**src/shared/hbg_params.svh**
```systemverilog
`ifndef HBG_PARAMS_SVH
`define HBG_PARAMS_SVH
// ==================================================
// register byte offsets
`define HBG_AW        8
`define HBG_OFF_CTRL  8'h00
`define HBG_OFF_TGT   8'h04
`define HBG_OFF_NORM  8'h08
`define HBG_OFF_STAT  8'h0C
// ==================================================
// control register fields
`define HBG_C_REQ     0
`define HBG_C_60HZ    1
`define HBG_C_UGRP    3:2
`define HBG_C_IGRP    5:4
`define HBG_C_ED      7:6
`define HBG_C_TGT     11:8
// target-tied settings used in the standards mode
`define HBG_T_PLL     3:0
`define HBG_T_MIN     9:4
`define HBG_T_MAX     15:10
// element-group settings used in normal mode
`define HBG_N_PLL1    3:0
`define HBG_N_PLL2    7:4
`define HBG_N_MIN     13:8
`define HBG_N_MAX     19:14
// status bits
`define HBG_S_MODE    0
`define HBG_S_REMOTE  1
`define HBG_S_REFUSED 2
`define HBG_S_NODATA  3
`define HBG_S_BUSY    4
// ==================================================
// reset values
`define HBG_RST_CTRL  32'h0000_0000
`define HBG_RST_TGT   32'h0000_C810
`define HBG_RST_NORM  32'h000C_8100
// ==================================================
// spectrum geometry and order limits
`define HBG_BINS_50HZ 4'hA
`define HBG_BINS_60HZ 4'hC
`define HBG_ORD_FUND  6'h01
`define HBG_ORD_LAST  6'h32
`define HBG_ORD_SAT   6'h3F
// measured target codes: elements 0..6, wiring sums 7..9
`define HBG_TGT_SUM0  4'h7
`define HBG_TGT_LAST  4'h9
// synchronised pins and feature disables
`define HBG_PIN_N     10
`define HBG_FUNC_N    6
`endif

```
**src/shared/hbg_pkg.sv**
```systemverilog
package hbg_pkg;
    // grouping selection per channel
    typedef enum logic [1:0] {
        GRP_NONE             = 2'h0,
        SUBGROUP_COMBINING   = 2'h1,
        FULL_GROUP_COMBINING = 2'h2
    } hbg_grouping_type;
    // governing standard edition
    typedef enum logic [1:0] {
        ED_1_0    = 2'h0,
        ED_2_0    = 2'h1,
        ED_2_0_A1 = 2'h2
    } hbg_edition_type;
    // root engine states, gray along the path
    typedef enum logic [1:0] {
        SQ_IDLE = 2'b00,
        SQ_RUN  = 2'b01,
        SQ_DONE = 2'b11
    } hbg_sq_state_type;
endpackage

```
**src/shared/hbg_sqrt_if.sv**
```systemverilog
// ==================================================
// request and answer of the square root engine
interface hbg_sqrt_if #(parameter int ACC_W = 38);
    logic                 start;
    logic [ACC_W-1:0]     radicand;
    logic                 busy;
    logic                 done;
    logic [ACC_W/2-1:0]   root;
    modport client (output start, radicand, input busy, done, root);
    modport server (input start, radicand, output busy, done, root);
endinterface

```
**src/hw/hbg_sqrt.sv**
```systemverilog
// ==================================================
// iterative integer square root, one result bit per cycle
module hbg_sqrt #(
    parameter int ACC_W = 38
) (
    input wire logic     pclk,
    input wire logic     presetn,
    hbg_sqrt_if.server   sq
);
    import hbg_pkg::*;
    localparam int RW = ACC_W / 2;
    localparam logic [ACC_W-1:0] ONE_INIT = {2'b01, {(ACC_W-2){1'b0}}};

    if (ACC_W % 2 != 0 || ACC_W < 4) begin : g_chk
        $error("hbg_sqrt: ACC_W must be even and at least 4");
    end

    hbg_sq_state_type state;
    logic [ACC_W-1:0] op;
    logic [ACC_W-1:0] res;
    logic [ACC_W-1:0] one;
    logic [ACC_W-1:0] trial;
    logic             fits;

    // one restoring step
    assign trial = res + one;
    assign fits  = (op >= trial);

    // sequencing and datapath
    always_ff @(posedge pclk or negedge presetn) begin
        if (!presetn) begin
            state   <= SQ_IDLE;
            op      <= '0;
            res     <= '0;
            one     <= '0;
            sq.root <= '0;
            sq.done <= 1'b0;
            sq.busy <= 1'b0;
        end else begin
            sq.done <= 1'b0;
            case (state)
                SQ_IDLE: begin
                    if (sq.start) begin
                        op      <= sq.radicand;
                        res     <= '0;
                        one     <= ONE_INIT;
                        sq.busy <= 1'b1;
                        state   <= SQ_RUN;
                    end
                end
                SQ_RUN: begin
                    op  <= fits ? op - trial : op;
                    res <= fits ? (res >> 1) + one : res >> 1;
                    one <= one >> 2;
                    if (one == {{(ACC_W-1){1'b0}}, 1'b1}) begin
                        state <= SQ_DONE;
                    end
                end
                SQ_DONE: begin
                    sq.root <= res[RW-1:0];
                    sq.done <= 1'b1;
                    sq.busy <= 1'b0;
                    state   <= SQ_IDLE;
                end
                default: state <= SQ_IDLE;
            endcase
        end
    end
endmodule

```
**src/hw/hbg_top.sv**
```systemverilog
`include "hbg_params.svh"
module hbg_top #(
    parameter int BIN_W = 32,
    parameter int ACC_W = 38
) (
    input wire logic                   pclk,
    input wire logic                   presetn,
    input wire logic                   psel,
    input wire logic                   penable,
    input wire logic                   pwrite,
    input wire logic [`HBG_AW-1:0]     paddr,
    input wire logic [31:0]            pwdata,
    output logic [31:0]                prdata,
    output logic                       pready,
    output logic                       pslverr,
    input wire logic                   sync_slave,
    input wire logic                   integ_busy,
    input wire logic                   store_running,
    input wire logic                   media_busy,
    input wire logic                   remote_app,
    input wire logic [1:0]             panel_in,
    input wire logic [2:0]             sum_assigned,
    output logic [1:0]                 panel_out,
    output logic [`HBG_FUNC_N-1:0]     func_off,
    output logic [3:0]                 pll_sel,
    output hbg_pkg::hbg_edition_type   edition,
    input wire logic                   bin_valid,
    input wire logic                   bin_first,
    input wire logic                   bin_chan,
    input wire logic [BIN_W-1:0]       bin_sq,
    output logic                       bin_ready,
    output logic                       res_valid,
    output logic [5:0]                 res_order,
    output logic                       res_chan,
    output logic                       res_report,
    output logic                       res_thd,
    output logic [ACC_W/2-1:0]         res_value
);
    import hbg_pkg::*;

    if (ACC_W < BIN_W + 4 || ACC_W % 2 != 0) begin : g_chk
        $error("hbg_top: ACC_W must be even and hold thirteen squared bins");
    end

    // ==================================================
    // pin synchronisers
    logic [`HBG_PIN_N-1:0] pin_raw, s1, s2, s3, pin_f;
    logic       remote_f, blocked;
    logic [1:0] panel_f;
    logic [2:0] sum_f;
    assign pin_raw = {sum_assigned, panel_in, media_busy, store_running,
                      integ_busy, sync_slave, remote_app};

    // three stages; a level counts once stages two and three agree
    always_ff @(posedge pclk or negedge presetn) begin
        if (!presetn) begin
            s1    <= '0;
            s2    <= '0;
            s3    <= '0;
            pin_f <= '0;
        end else begin
            s1    <= pin_raw;
            s2    <= s1;
            s3    <= s2;
            pin_f <= (s2 & s3) | (pin_f & (s2 | s3));
        end
    end
    assign remote_f = pin_f[0];
    assign blocked  = |pin_f[4:1];
    assign panel_f  = pin_f[6:5];
    assign sum_f    = pin_f[9:7];

    // ==================================================
    // registers and APB slave
    logic [31:0] ctrl, tgt, norm;
    logic        in_mode, refused, no_data;
    logic        setup, wr_en, addr_ok;
    logic [31:0] rd_word;
    hbg_sqrt_if #(.ACC_W(ACC_W)) sq ();

    assign setup   = psel & ~penable;
    assign wr_en   = psel & penable & pready & pwrite;
    assign addr_ok = (paddr == `HBG_OFF_CTRL) || (paddr == `HBG_OFF_TGT) ||
                     (paddr == `HBG_OFF_NORM) || (paddr == `HBG_OFF_STAT);

    // read mux
    always_comb begin
        rd_word = 32'h0000_0000;
        case (paddr)
            `HBG_OFF_CTRL: rd_word = ctrl;
            `HBG_OFF_TGT:  rd_word = tgt;
            `HBG_OFF_NORM: rd_word = norm;
            `HBG_OFF_STAT: begin
                rd_word[`HBG_S_MODE]    = in_mode;
                rd_word[`HBG_S_REMOTE]  = remote_f;
                rd_word[`HBG_S_REFUSED] = refused;
                rd_word[`HBG_S_NODATA]  = no_data;
                rd_word[`HBG_S_BUSY]    = sq.busy;
            end
            default: rd_word = 32'h0000_0000;
        endcase
    end

    // one wait-free access phase: answer registered at setup
    always_ff @(posedge pclk or negedge presetn) begin
        if (!presetn) begin
            pready  <= 1'b0;
            pslverr <= 1'b0;
            prdata  <= 32'h0000_0000;
        end else begin
            pready  <= setup;
            pslverr <= setup & ~addr_ok;
            if (setup) begin
                prdata <= pwrite ? 32'h0000_0000 : rd_word;
            end
        end
    end

    // writable settings
    always_ff @(posedge pclk or negedge presetn) begin
        if (!presetn) begin
            ctrl <= `HBG_RST_CTRL;
            tgt  <= `HBG_RST_TGT;
            norm <= `HBG_RST_NORM;
        end else if (wr_en) begin
            case (paddr)
                `HBG_OFF_CTRL: ctrl <= pwdata;
                `HBG_OFF_TGT:  tgt  <= pwdata;
                `HBG_OFF_NORM: norm <= pwdata;
                default: ;
            endcase
        end
    end

    // ==================================================
    // mode control
    always_ff @(posedge pclk or negedge presetn) begin
        if (!presetn) begin
            in_mode <= 1'b0;
        end else if (remote_f) begin
            in_mode <= 1'b1;
        end else if (!ctrl[`HBG_C_REQ]) begin
            in_mode <= 1'b0;
        end else if (!in_mode && !blocked) begin
            in_mode <= 1'b1;
        end
    end

    // sticky refusal flag, write one to clear; a new refusal wins
    always_ff @(posedge pclk or negedge presetn) begin
        if (!presetn) begin
            refused <= 1'b0;
        end else if (ctrl[`HBG_C_REQ] && !in_mode && blocked && !remote_f) begin
            refused <= 1'b1;
        end else if (wr_en && paddr == `HBG_OFF_STAT && pwdata[`HBG_S_REFUSED]) begin
            refused <= 1'b0;
        end
    end

    // empty wiring sum or unknown target code gives no data
    logic [3:0] sum_idx;
    assign sum_idx = ctrl[`HBG_C_TGT] - `HBG_TGT_SUM0;
    always_ff @(posedge pclk or negedge presetn) begin
        if (!presetn) begin
            no_data <= 1'b0;
        end else begin
            no_data <= (ctrl[`HBG_C_TGT] >= `HBG_TGT_SUM0) &&
                       ((ctrl[`HBG_C_TGT] > `HBG_TGT_LAST) ||
                        !sum_f[sum_idx[1:0]]);
        end
    end

    // side outputs: panel gate, feature disables, pll, edition
    always_ff @(posedge pclk or negedge presetn) begin
        if (!presetn) begin
            panel_out <= 2'h0;
            func_off  <= '0;
            pll_sel   <= 4'h0;
            edition   <= ED_1_0;
        end else begin
            panel_out <= remote_f ? 2'h0 : panel_f;
            func_off  <= {`HBG_FUNC_N{in_mode}};
            pll_sel   <= in_mode ? tgt[`HBG_T_PLL] : norm[`HBG_N_PLL1];
            edition   <= hbg_edition_type'(ctrl[`HBG_C_ED]);
        end
    end

    // ==================================================
    // bin walk and accumulation
    logic [3:0]       pos, cur_pos, period, half, last;
    logic [5:0]       ord, cur_ord, lo, hi;
    logic [ACC_W-1:0] sub_acc, grp_acc, bin_x, half_x, sub_sum, grp_sum, rad;
    logic             take, ev_h, ev_s, ev_g, fund, in_rng, rep, thd, emit;
    hbg_grouping_type gsel;

    assign take    = bin_valid & bin_ready;
    assign cur_pos = bin_first ? 4'h0 : pos;
    assign cur_ord = bin_first ? 6'h00 : ord;
    assign period  = ctrl[`HBG_C_60HZ] ? `HBG_BINS_60HZ : `HBG_BINS_50HZ;
    assign half    = period >> 1;
    assign last    = period - 4'h1;
    assign bin_x   = ACC_W'(bin_sq);
    assign half_x  = bin_x >> 1;
    assign sub_sum = sub_acc + bin_x;
    assign grp_sum = grp_acc + half_x;

    // position inside the order spacing and order count
    always_ff @(posedge pclk or negedge presetn) begin
        if (!presetn) begin
            pos <= 4'h0;
            ord <= 6'h00;
        end else if (take) begin
            if (cur_pos == last) begin
                pos <= 4'h0;
                ord <= (cur_ord == `HBG_ORD_SAT) ? cur_ord : cur_ord + 6'h01;
            end else begin
                pos <= cur_pos + 4'h1;
                ord <= cur_ord;
            end
        end
    end

    // wide square sums; roots only after a sum closes
    always_ff @(posedge pclk or negedge presetn) begin
        if (!presetn) begin
            sub_acc <= '0;
            grp_acc <= '0;
        end else if (take) begin
            sub_acc <= (cur_pos == last) ? bin_x : sub_sum;
            if (cur_pos == half) begin
                grp_acc <= half_x;
            end else begin
                grp_acc <= bin_first ? bin_x : grp_acc + bin_x;
            end
        end
    end

    // selection per channel; grouping only applies in the mode
    assign gsel = !in_mode ? GRP_NONE :
                  hbg_grouping_type'(bin_chan ? ctrl[`HBG_C_IGRP] : ctrl[`HBG_C_UGRP]);
    assign lo     = in_mode ? tgt[`HBG_T_MIN] : norm[`HBG_N_MIN];
    assign hi     = in_mode ? tgt[`HBG_T_MAX] : norm[`HBG_N_MAX];
    assign ev_h   = take && cur_pos == 4'h0;
    assign ev_s   = take && cur_pos == 4'h1;
    assign ev_g   = take && cur_pos == half;
    assign fund   = cur_ord == `HBG_ORD_FUND;
    assign in_rng = cur_ord >= lo && cur_ord <= hi &&
                    cur_ord >= `HBG_ORD_FUND && cur_ord <= `HBG_ORD_LAST;
    assign rep = in_rng && ((ev_h && (fund || gsel == GRP_NONE)) ||
                 (ev_s && !fund && gsel == SUBGROUP_COMBINING) ||
                 (ev_g && !fund && gsel == FULL_GROUP_COMBINING));
    assign thd = in_mode && fund && ((ev_h && gsel == GRP_NONE) ||
                 (ev_s && gsel == SUBGROUP_COMBINING) ||
                 (ev_g && gsel == FULL_GROUP_COMBINING));
    assign emit = (rep || thd) && !(in_mode && no_data);
    assign rad  = ev_s ? sub_sum : (ev_g ? grp_sum : bin_x);

    // ==================================================
    // root request, stall and result
    logic [5:0] tag_ord;
    logic       tag_chan, tag_rep, tag_thd;

    always_ff @(posedge pclk or negedge presetn) begin
        if (!presetn) begin
            sq.start    <= 1'b0;
            sq.radicand <= '0;
            tag_ord     <= 6'h00;
            tag_chan    <= 1'b0;
            tag_rep     <= 1'b0;
            tag_thd     <= 1'b0;
        end else begin
            sq.start <= emit;
            if (emit) begin
                sq.radicand <= rad;
                tag_ord     <= cur_ord;
                tag_chan    <= bin_chan;
                tag_rep     <= rep;
                tag_thd     <= thd;
            end
        end
    end

    // upstream stalls while a root is in flight
    always_ff @(posedge pclk or negedge presetn) begin
        if (!presetn) begin
            bin_ready <= 1'b1;
        end else if (emit) begin
            bin_ready <= 1'b0;
        end else if (sq.done) begin
            bin_ready <= 1'b1;
        end
    end

    always_ff @(posedge pclk or negedge presetn) begin
        if (!presetn) begin
            res_valid  <= 1'b0;
            res_order  <= 6'h00;
            res_chan   <= 1'b0;
            res_report <= 1'b0;
            res_thd    <= 1'b0;
            res_value  <= '0;
        end else begin
            res_valid <= sq.done;
            if (sq.done) begin
                res_order  <= tag_ord;
                res_chan   <= tag_chan;
                res_report <= tag_rep;
                res_thd    <= tag_thd;
                res_value  <= sq.root;
            end
        end
    end

    hbg_sqrt #(.ACC_W(ACC_W)) u_root (
        .pclk    (pclk),
        .presetn (presetn),
        .sq      (sq)
    );
endmodule

```
**config.mk**
```make
export PLATFORM = sky130hd
export DESIGN_NAME = hbg_top
export DESIGN_NICKNAME = d
export VERILOG_FILES = /design/src/shared/hbg_pkg.sv /design/src/shared/hbg_sqrt_if.sv /design/src/hw/hbg_sqrt.sv /design/src/hw/hbg_top.sv
export VERILOG_INCLUDE_DIRS = /design/src /design/src/shared
export SDC_FILE = /design/constraint.sdc
export NUM_CORES = 1
export LEC_CHECK = 0
export BUFFER_PORTS_ARGS = -buffer_cell sky130_fd_sc_hd__buf_4
export CORE_ASPECT_RATIO = 0.8
export CORE_UTILIZATION = 25
export DETAILED_ROUTE_END_ITERATION = 8
export PLACE_DENSITY = 0.42
export SYNTH_ARGS = -nofsm -noshare
export SYNTH_HDL_FRONTEND = slang
export SYNTH_SLANG_ARGS = --single-unit
```
**constraint.sdc**
```tcl
create_clock -name pclk -period 4.4 [get_ports pclk]
set_input_delay 0.66 -clock pclk [delete_from_list [all_inputs] [get_ports pclk]]
set_output_delay 0.66 -clock pclk [all_outputs]
set_load 0.005 [all_outputs]
```
==> Word-level counts from Yosys, hierarchy flattened <==
Index checks and enable logic that the tools add are counted.
{ "word_totals": {"word_cells": 189, "ff_bits": 483, "in_bits": 90, "output_inout_bits": 78} }
{ "classes": {"n_lt_le_gt_ge": 8, "reduce_logical": 58, "mux": 43, "eq_ne": 17, "n_bitwise": 12, "n_addsub": 10} }
{ "op_table": {"columns": ["op", "count"], "rows": [
  ["two-way mux 38 bit", 10],
  ["case mux 38 bit (2 select lines)", 3],
  ["case mux 27 bit (3 select lines)", 1],
  ["adder 38 x 32 -> 38 bit", 2],
  ["adder 37 x 38 -> 38 bit", 1],
  ["adder 38 x 31 -> 38 bit", 1],
  ["adder 38 bit", 1],
  ["== test 38 x 1 -> 1 bit (second input constant)", 1],
  [">= comparator 38 bit", 1],
  ["subtractor 38 bit", 1],
  ["two-way mux 32 bit", 1],
  ["two-way mux 6 bit", 5],
  ["logical AND 1 bit", 26],
  ["bitwise AND 10 bit", 2],
  ["bitwise OR 10 bit", 2],
  ["case mux 5 bit (4 select lines)", 1],
  ["== test 8 x 4 -> 1 bit (second input constant)", 2],
  ["two-way mux 4 bit", 3],
  ["AND reduction 2 bit", 6],
  ["logical OR 1 bit", 10],
  ["two-way mux 1 bit", 10],
  ["two-way mux 2 bit", 5],
  ["== test 8 x 3 -> 1 bit (second input constant)", 1],
  ["zero test 8 bit", 1],
  ["33 further kinds", 51]
]} }

==> Logic depth before layout (Yosys ltp) <==
Gate-level depths: netlist of run 1.
{ "depth": {"depth_word": 11, "depth_mapped": 26, "ltp_nobuf": 23} }

==> Hierarchy <==
Synthesis of run 1 repeated with hierarchy kept, for this count alone.
{ "hier_totals": {"hier_cells": 3281, "hier_area_um2": 30065.1} }
{ "modules_own_cells": {"columns": ["module", "instances", "cells_per_inst", "seq_area_each_um2", "area_each_um2"], "rows": [
  ["hbg_top", 1, 2144, 8669.6, 20587.2],
  ["hbg_sqrt", 1, 1137, 2952.8, 9477.8]
]} }

==> Worst setup path before layout of run 1 <==
No wires, ideal clock.
{ "synth_timing": {"path_type": "reg2reg", "from": "reg u_root.one[0]", "to": "reg u_root.op[31]", "path_stages_with_launch": 25, "synth_period_minus_slack_ns": 4.835, "path_buffers": 1, "required_ns": 4.331, "arrival_ns": 4.766, "path_slack_ns": -0.435, "setup_ns": 0.069, "path_cell_list": "dfrtp_1 > ha_1 > ha_1 > a21o_1 > a31o_2 > a21bo_2 > a211oi_1 > nor2_1 > o22ai_1 > o31ai_1 > and3_1 > o21ai_0 > xor2_1 > ha_1 > clkbuf_1 > and4_1 > nand2_1 > nor3_1 > nand3_1 > and3b_1 > nand2_1 > o22a_1 > o21ai_1 > or4_1 > nand3_1"} }
{ "synth_between": {"elab_chain_len": 4, "word_cells_on_any_way": 7, "cone_classes": "2 x add/sub; 1 x order compare; 1 x eq/ne; 2 x mux; 1 x reduce/logical"} }
{ "synth_rtl": {"columns": ["item", "line_no", "text"], "rows": [
  ["start, declared", "hbg_sqrt.sv:21", "logic [ACC_W-1:0] one;"],
  ["start signal, assigned", "hbg_sqrt.sv:54", "one <= one >> 2;"],
  ["adder 38 bit (*)", "hbg_sqrt.sv:26", "assign trial = res + one;"],
  ["subtractor 38 bit or >= comparator 38 bit (tied branches)", "hbg_sqrt.sv:52, hbg_sqrt.sv:27", null],
  ["two-way mux 38 bit or inequality test 2 x 1 -> 1 bit (tied branches)", null, null],
  ["case mux 38 bit (2 select lines) or AND reduction 3 bit (tied branches)", null, null],
  ["end signal, assigned", "hbg_sqrt.sv:44", "op <= sq.radicand;"],
  ["end signal, assigned", "hbg_sqrt.sv:52", "op <= fits ? op - trial : op;"],
  ["end, declared", "hbg_sqrt.sv:19", "logic [ACC_W-1:0] op;"]
]} }
Every way passes the cells marked *; elsewhere a longest branch is shown, timed or not. The select of a mux whose other input is x is not followed.
A chain may end at the register's enable or synchronous reset.

==> Worst setup path after layout of run 1 <==
{ "layout_timing": {"from": "reg u_root.one[4]", "to": "reg u_root.res[34]"} }
{ "layout_between": {"elab_chain_len": 4, "word_cells_on_any_way": 5, "cone_classes": "2 x add/sub; 1 x order compare; 2 x mux"} }
{ "layout_rtl": {"columns": ["item", "line_no", "text"], "rows": [
  ["adder 38 bit", "hbg_sqrt.sv:26", null],
  [">= comparator 38 bit", "hbg_sqrt.sv:27", "assign fits = (op >= trial);"],
  ["two-way mux 38 bit (*)", "hbg_sqrt.sv:53", "res <= fits ? (res >> 1) + one : res >> 1;"],
  ["case mux 38 bit (2 select lines) (*)", "hbg_sqrt.sv:41", "case (state)"],
  ["end signal, assigned", "hbg_sqrt.sv:53", null],
  ["end, declared", "hbg_sqrt.sv:20", "logic [ACC_W-1:0] res;"]
]} }
Every way passes the cells marked *; elsewhere a longest branch is shown, timed or not.

==> results.md, run 1 <==
- Internal power: 15.7 mW
- Routed WL per cell: 19.2 um
- Met3 routed WL: 3.41 mm
- Leakage power: 16.9 nW
- Fraction of registers with async set/reset: 1.00
- Core outline area: 117000 um^2
- Post-synthesis mux area share: 0.0784
- Routed vias: 25.0k
- Pwr dens: 742 nW/um^2
- Hold Slack: 0.107 ns
- Initial antenna violation count: 5
- Commonest non-fill, non-tap cell in the layout: dfrtp_1
- Crit Path Max Fanout: 7
- IO Pins: 168
- Pins Over Slew Limit: 0
- Crit. End Element: register
- Pre-CTS setup slack: -0.462 ns
- Layout cells sized above 1: 0.233
- Reg2Reg Depth: 24
- Clock insertion delay at the later pin of the skew report: 0.66 ns
- Syn. warnings: 0
- Max-cap violations: 0
- Logic pwr share: 0.585
- Top_reg_cell synth: dfrtp_1
- Area occupied by registers: 11600 um^2
- Setup slack after layout: -0.391 ns
- Slew HR: 0.281
- Post-synth top area cell: dfrtp_1
- WL met1: 51.0 mm
- Post-Synth Simple-Gate Area: 0.138
- Clock sinks: 464
- Xor and xnor area share after synthesis: 0.0576
- Clock transition at path regs: 0.06 ns
- Clock Path Buffers: 3
- Post-Syn Area: 29500 um^2
- RSZ-0062 raised after global routing: yes
- Synthesized instance count: 3203
- Die height: 309 um
- Critical path type: register to register
- Area taken by multi-input logic gates: 17700 um^2
- Tightest Hold Check Type: primary input to register
- First-pass GRT wire length: 154 mm
- Area share of the leading cell type in the synthesized netlist: 0.386
- P&R area growth vs syn: 25.6%
- Main combinational cell family by area after synthesis: compound AO/OA/AOI/OAI gates
- GRT Total Usage: 0.164
- Synth unique cells: 86
- Gp weighted congestion: 0.836
- Worst path arrival time: 5.33 ns
- Top post-synthesis cells by area: dfrtp_1, ha_1, mux2_2, nand2_1, o21ai_0
- Hold Path Cell Cnt: 1
- Critical path required time: 4.94 ns
- Drt initial violations: 1592
- DRC: 0
- Final period utilization: 1.09
- Clock power share: 0.186
- Via density: 4.89
- Highest-count cells in the layout ignoring fill and taps: dfrtp_1, buf_4, nand2_1
- Switch Pwr: 11.8 mW
- Crit start category: register
- Post-Synthesis Net Count: 3492
- Failing checks: negative setup slack
- Synth Area in Adders: 0.0888
- H-tree levels: 2
- PortBufs: 167
- Total grt overflow: 0
- Nets: 3817
- Routed WL: 98.5 mm
- Die ar.: 119000 um^2
- Minimum clock period: 4.79 ns
- Compound-Gate Fraction of Synth Area: 0.213
- Die X: 386 um
- Sequential power share: 0.229
- Max Used Layer: met4
- Drt pass-1 iters: 5
- Worst Tran Pin Value: 1.08 ns
- Max frequency: 209 MHz
- Register area share after synthesis: 0.394
- Flops & latches, synth: 464
- Final Hold Fails: 0
- Setup-violating endpoint count in the final report: 76
- Setup Skew: 0.0334 ns
- Status: finished, violations left
- CTS tree: yes
- Initial core utilization: 0.253
- Cell Rows: 112
- CTS Buf Count: 56
- Max VDD drop: 359 uV
- Post-DP HPWL: 71.6 mm
- EDFF count, synth: 0
- Tot Pwr: 27.5 mW
- Fill count: 12.2k
- Vias in the first global route: 24.8k
- Avg Synthesized Cell Area: 9.22 um^2
- Wire length on met2: 42.4 mm
- Root buf cell: clkbuf_16
- Post-route ant nets: 0
- Largest net degree at the start of global routing: 96
- Sw Share: 0.429
==> cells in the mapped netlist (57+ instances only) <==
cell type	number
dfrtp_1	455
xnor2_1	104
mux2_2	152
nor2_1	244
a21oi_1	238
xor2_1	90
inv_1	65
clkbuf_1	133
ha_1	195
nand2_1	378
o21ai_0	273
a22o_1	57
a31oi_1	65
a21o_1	90
==> cell type report <==
type / instances / share of cell area
multi-input cells: 2512 / 0.476
repair buffers: 428 / 0.0961
flip-flops and latches: 464 / 0.314
clock inverters: 35 / 0.0132
inverters: 66 / 0.00668
diodes: 5 / 0.000338
clock buffers: 71 / 0.0420
well taps: 1539 / 0.0519
==> critical path: stages, from the launching register on <==
cell and delay [ns]:
dfrtp_1 0.40, ha_4 0.25, a211oi_2 0.20, a211oi_2 0.09, a211o_1 0.28, a2111o_1 0.44, a31oi_4 0.24, o21bai_4 0.12
a311oi_2 0.26, o21bai_1 0.14, a31oi_1 0.21, xor2_1 0.22, ha_1 0.30, nand4_1 0.13, nor3_2 0.05, nand3_1 0.11
and3b_2 0.23, nand2_2 0.07, o22a_4 0.23, buf_12 0.14, buf_6 0.11, buf_12 0.14, and3_4 0.16, mux2i_1 0.12
nand2_1 0.06
==> stage by stage <==
step | utilization | TNS, ns | std cells | cell area (um^2)
floorplan | - | -1.74 | 3203 | 29700
global placement | 0.292 | -25.98 | 4985 | 34100
detailed placement | 0.292 | -29.49 | 4985 | 34100
CTS | 0.314 | -18.43 | 5107 | 36700
global route | 0.317 | -41.49 | 5120 | 37100
finish | 0.317 | -22.31 | 5120 | 37100
==> power by group through the flow <==
stage	Combinational, mW	Clock (mW)	Sequential, mW
6_report	16.1	5.11	6.31
2_1_floorplan	9.67	0	5.97
5_1_grt	17.8	5.44	6.44
3_3_place_gp	14.3	0	6.34
4_1_cts	15.4	5.29	6.28
3_5_place_dp	14.2	0	6.34
==> logic make-up after synthesis <==
| family | count (synthesis) |
|---|---|
| compound gates | 992 |
| xor+xnor | 194 |
| fa+ha+maj | 209 |
| buf+inv | 229 |
| flops | 464 |
| mux | 206 |
| simple gates | 909 |
==> final timing paths <==
check / end / slack [ns] / start
max: u_root.res[34]$_DFFE_PN0P_ / -0.39 / u_root.one[4]$_DFFE_PN0P_
min: s1[6]$_DFF_PN0_ / 0.11 / panel_in[1]
max reg2reg: u_root.res[34]$_DFFE_PN0P_ / -0.39 / u_root.one[4]$_DFFE_PN0P_
min reg2reg: s2[4]$_DFF_PN0_ / 0.35 / s1[4]$_DFF_PN0_
max in group asynchronous: norm[24]$_DFFE_PN0P_ / 2.70 / presetn
min in group asynchronous: sub_acc[0]$_DFFE_PN0P_ / 0.66 / presetn
==> state kept, by name, indices dropped and copies added (netlist names), 19 cells and up <==
name and count:
u_root.sq.root 19, ctrl 32, u_root.res 38, sq.radicand 38, u_root.one 19, sub_acc 38, tgt 32, prdata 32
grp_acc 38, u_root.op 38, norm 32, res_value 19
==> metal layers <==
metal	track usage	vias up
met5	0	-
li1	-	12300
met1	0.247	12200
met2	0.245	406
met4	0.0402	0
met3	0.0193	90
==> timing repair <==
action,in CTS,in global routing
hold buffers,1,0
cloned,8,2
buffers inserted,8,12
resized for setup,86,97
endpoints found under the setup margin,76,76
pin swaps,28,25
hold endpoints to repair,1,0
Power figures use the tool's default switching activity.
==> run 2, diff against run 1 <==
--- a/config.mk
+++ b/config.mk
@@ -11,6 +11,8 @@
 export CORE_UTILIZATION = 25
 export DETAILED_ROUTE_END_ITERATION = 8
 export PLACE_DENSITY = 0.42
+export RECOVER_POWER = 25
 export SYNTH_ARGS = -nofsm -noshare
 export SYNTH_HDL_FRONTEND = slang
+export SYNTH_HIERARCHICAL = 1
 export SYNTH_SLANG_ARGS = --single-unit
==> run 2 against run 1 <==
  * The run ends with max-capacitance violations, max-slew violations, negative setup slack left
  * Cell area is 1.5% higher
  * Utilization shrank 0.12 points
  * Synthesized cell count is 2.4% higher
  * Routed wire length is 0.87% lower
  * Highest routed layer unchanged
  * Critical path type unchanged
  * Critical endpoint is now u_root/res[17]$_DFFE_PN0P_
==> results.md, run 2 <==
- Fill count: 12.6k (+2.7%)
- Post-Syn Area: 30100 um^2 (+1.8%)
- Vias in the first global route: 24.6k (-0.67%)
- Crit start category: register
- Synth unique cells: 92 (+7.0%)
- Slew HR: -0.412 (-0.693)
- CTS tree: yes
- Clock transition at path regs: 0.07 ns (about the same)
- Post-synth top area cell: dfrtp_1
- H-tree levels: 2 (unchanged)
- Final period utilization: 1.06 (-0.0309)
- Dpl cells: 5122 (+2.7%)
- CTS Buf Count: 54 (-3.6%)
- Largest net degree at the start of global routing: 91 (-5.2%)
- Logic pwr share: 0.575 (-0.010)
- Pins Over Slew Limit: 368 (+368)
- First-pass GRT wire length: 152 mm (-0.78%)
- Worst path arrival time: 5.14 ns (-0.19 ns)
- Drt pass-1 iters: 7 (+2)
- Count leader, synth: dfrtp_1
- Switch Pwr: 10.7 mW (-9.7%)
- Setup Skew: 0.0239 ns (-0.00949 ns)
- PortBufs: 167 (unchanged)
- Nets: 3894 (+2.0%)
- Max-cap violations: 5 (+5)
- Internal power: 14.4 mW (-8.5%)
- Leading cell types by count after synthesis: dfrtp_1, nand2_1, a21oi_1, o21ai_0, nor2_1
- Top_reg_cell synth: dfrtp_1
- Sequential power share: 0.238 (+0.009)
- Critical path required time: 4.89 ns (-0.05 ns)
- Register area share after synthesis: 0.387 (-0.00713)
- Synthesized instance count: 3281 (+2.4%)
- Worst reg-to-reg setup slack: -0.25 ns (+0.14 ns)
- Post-route ant nets: 0 (unchanged)
- Minimum clock period: 4.65 ns (-0.136 ns)
- Highest-count cells in the layout ignoring fill and taps: dfrtp_1, nand2_1, buf_4
- Tot Pwr: 25.0 mW (-9.0%)
- Hold Buf Count CTS: 0 (-1)
- Flops & latches, synth: 464 (unchanged)
- Gp weighted congestion: 0.857 (+2.5%)
- Via density: 4.83 (-1.2%)
- Routed vias: 25.4k (+1.4%)
- Post-Synthesis Net Count: 3567 (+2.1%)
- Pwr dens: 665 nW/um^2 (-10%)
- Die X: 390 um (+0.91%)
- Leakage power: 17.0 nW (+0.60%)
- Syn. warnings: 6 (+6)
- Top post-synthesis cells by area: dfrtp_1, ha_1, mux2_2, nand2_1, a21oi_1
- Avg Synthesized Cell Area: 9.16 um^2 (-0.58%)
- Setup slack after layout: -0.255 ns (+0.136 ns)
- Clock Path Buffers: 3 (unchanged)
- Clock insertion delay at the later pin of the skew report: 0.63 ns (-0.03 ns)
- Final Hold Fails: 0 (unchanged)
- Die ar.: 122000 um^2 (+1.8%)
- Status: finished, violations left
- DRC: 0 (unchanged)
- EDFF count, synth: 0 (unchanged)
- P&R area growth vs syn: 25.1%
- Post-DP HPWL: 71.2 mm (-0.52%)
- Area share of the leading cell type in the synthesized netlist: 0.379 (-0.00698)
- Max VDD drop: 279 uV (-22%)
- Cell Rows: 113 (+0.89%)
- Max frequency: 215 MHz (+2.9%)
- GRT Total Usage: 0.158 (-0.00542)
- Drt initial violations: 1661 (+4.3%)
- Core outline area: 119000 um^2 (+1.9%)
- Fraction of registers with async set/reset: 1.00 (unchanged)
- Layout Cells excl Fill: 5259 (+2.7%)
- Pre-CTS setup slack: -0.495 ns (-0.0328 ns)
- Critical path type: register to register
- Commonest non-fill, non-tap cell in the layout: dfrtp_1
- Routed WL: 97.6 mm (-0.87%)
- Layout cells sized above 1: 0.236 (+0.00259)
- Crit Path Max Fanout: 6 (-1)
- Initial antenna violation count: 1 (-4)
- Worst Tran Pin Value: 2.12 ns (+1.04 ns)
- Routed WL per cell: 18.6 um (-3.5%)
- Die height: 312 um (+0.91%)
- Tightest Hold Check Type: primary input to register
- Failing checks: max-capacitance violations, max-slew violations, negative setup slack
- Root buf cell: clkbuf_16
- Total grt overflow: 0 (unchanged)
- Initial core utilization: 0.253 (about the same)
- Clock sinks: 464 (unchanged)
- Setup-violating endpoint count in the final report: 75 (-1.3%)
- Sw Share: 0.426 (-0.00345)
- RSZ-0062 raised after global routing: yes
- IO Pins: 168 (unchanged)
- Clock power share: 0.187 (about the same)
- Crit. End Element: register
run 2: cell types whose count changed after synthesis, moves of 18 or more:
| cell | previous run | this run |
|---|---|---|
| nor2_1 | 244 | 216 |
| o21ai_1 | 3 | 60 |
| nand2_1 | 378 | 417 |
| a21oi_1 | 238 | 256 |
| o22ai_1 | 31 | 9 |
| o21ai_0 | 273 | 219 |
run 2: cell families after synthesis:
| kind of cell | after synthesis | share of synthesized area |
|---|---|---|
| AOI/OAI and AO/OA | 1018 | 0.217 |
| xor gates and xnor gates | 190 | 0.0553 |
| adders and majority gates | 206 | 0.0859 |
| buffers and inverters | 255 | 0.0345 |
| DFF | 464 | 0.387 |
| muxes | 221 | 0.0819 |
| and+or+nand+nor | 927 | 0.139 |
run 2: cell type report:
class                   instances  area [um^2]  share of cell area
well taps                    1610         2010              0.0536
clock inverters                20          267             0.00709
clock buffers                  75         1530              0.0407
flip-flops and latches        464        11600               0.309
multi-input cells            2562        18100               0.482
diodes                          2         5.00            0.000133
repair buffers                462         3800               0.101
inverters                      64          240             0.00639
run 2: power groups by stage:
stage                     clock network, mW  registers (mW)  logic, mW
after floorplan                           0            5.58       8.59
after global placement                    0            5.97       12.7
after detailed placement                  0            5.97       12.6
after CTS                              4.84            5.91       13.9
after global routing                   5.00            6.06       15.8
final                                  4.68            5.96       14.4
run 2: worst max-delay path: stages, from the launching register on:
cell and delay [ns]:
dfrtp_1 0.41, ha_4 0.26, buf_6 0.12, a31oi_4 0.19, a211oi_2 0.10, a221o_1 0.37, buf_6 0.15, a31oi_4 0.15
o21bai_2 0.10, a31oi_1 0.20, xor2_1 0.19, ha_1 0.28, a21o_1 0.18, a21o_1 0.19, a211o_1 0.36, a31oi_4 0.17
o41ai_4 0.12, a31oi_4 0.18, buf_8 0.15, buf_12 0.15, buf_12 0.12, buf_8 0.11, nor2_4 0.04, xnor2_2 0.13
o21ai_1 0.07
run 2: timing repair:
action / CTS / global route
gates resized for setup: 111 / 87
setup buffers: 27 / 11
endpoints found under the setup margin: 76 / 76
pin swaps: 56 / 58
gates cloned: 5 / 3
run 2: routing by layer:
layer  GRT usage  part of all wire  up-vias
li1            -                 -    12600
met1       0.258              0.55    12300
met2       0.219              0.40      409
met3      0.0181             0.036       86
met4      0.0302             0.014        0
met5           0                 0        -
run 2: metrics by stage:
stage | setup TNS (ns) | util | hold WS, ns | area, um^2
2_1_floorplan | 0 | - | 0.331 | 30100
3_3_place_gp | -26.48 | 0.292 | 0.331 | 34700
3_5_place_dp | -27.68 | 0.292 | 0.335 | 34700
4_1_cts | -12.29 | 0.313 | 0.0332 | 37300
5_1_grt | -31.40 | 0.316 | 0.141 | 37600
6_report | -12.35 | 0.316 | 0.168 | 37600
run 2: final timing paths:
path                                            from                          to  depth (start not counted)
max                        u_root/res[2]$_DFFE_PN0P_  u_root/res[17]$_DFFE_PN0P_                         24
min                                       remote_app             s1[0]$_DFF_PN0_                          1
max reg2reg                u_root/res[2]$_DFFE_PN0P_  u_root/res[17]$_DFFE_PN0P_                         24
min reg2reg                          s1[2]$_DFF_PN0_             s2[2]$_DFF_PN0_                          0
max in group asynchronous                    presetn     grp_acc[25]$_DFFE_PN0P_                          2
min in group asynchronous                    presetn        norm[23]$_DFFE_PN0P_                          1
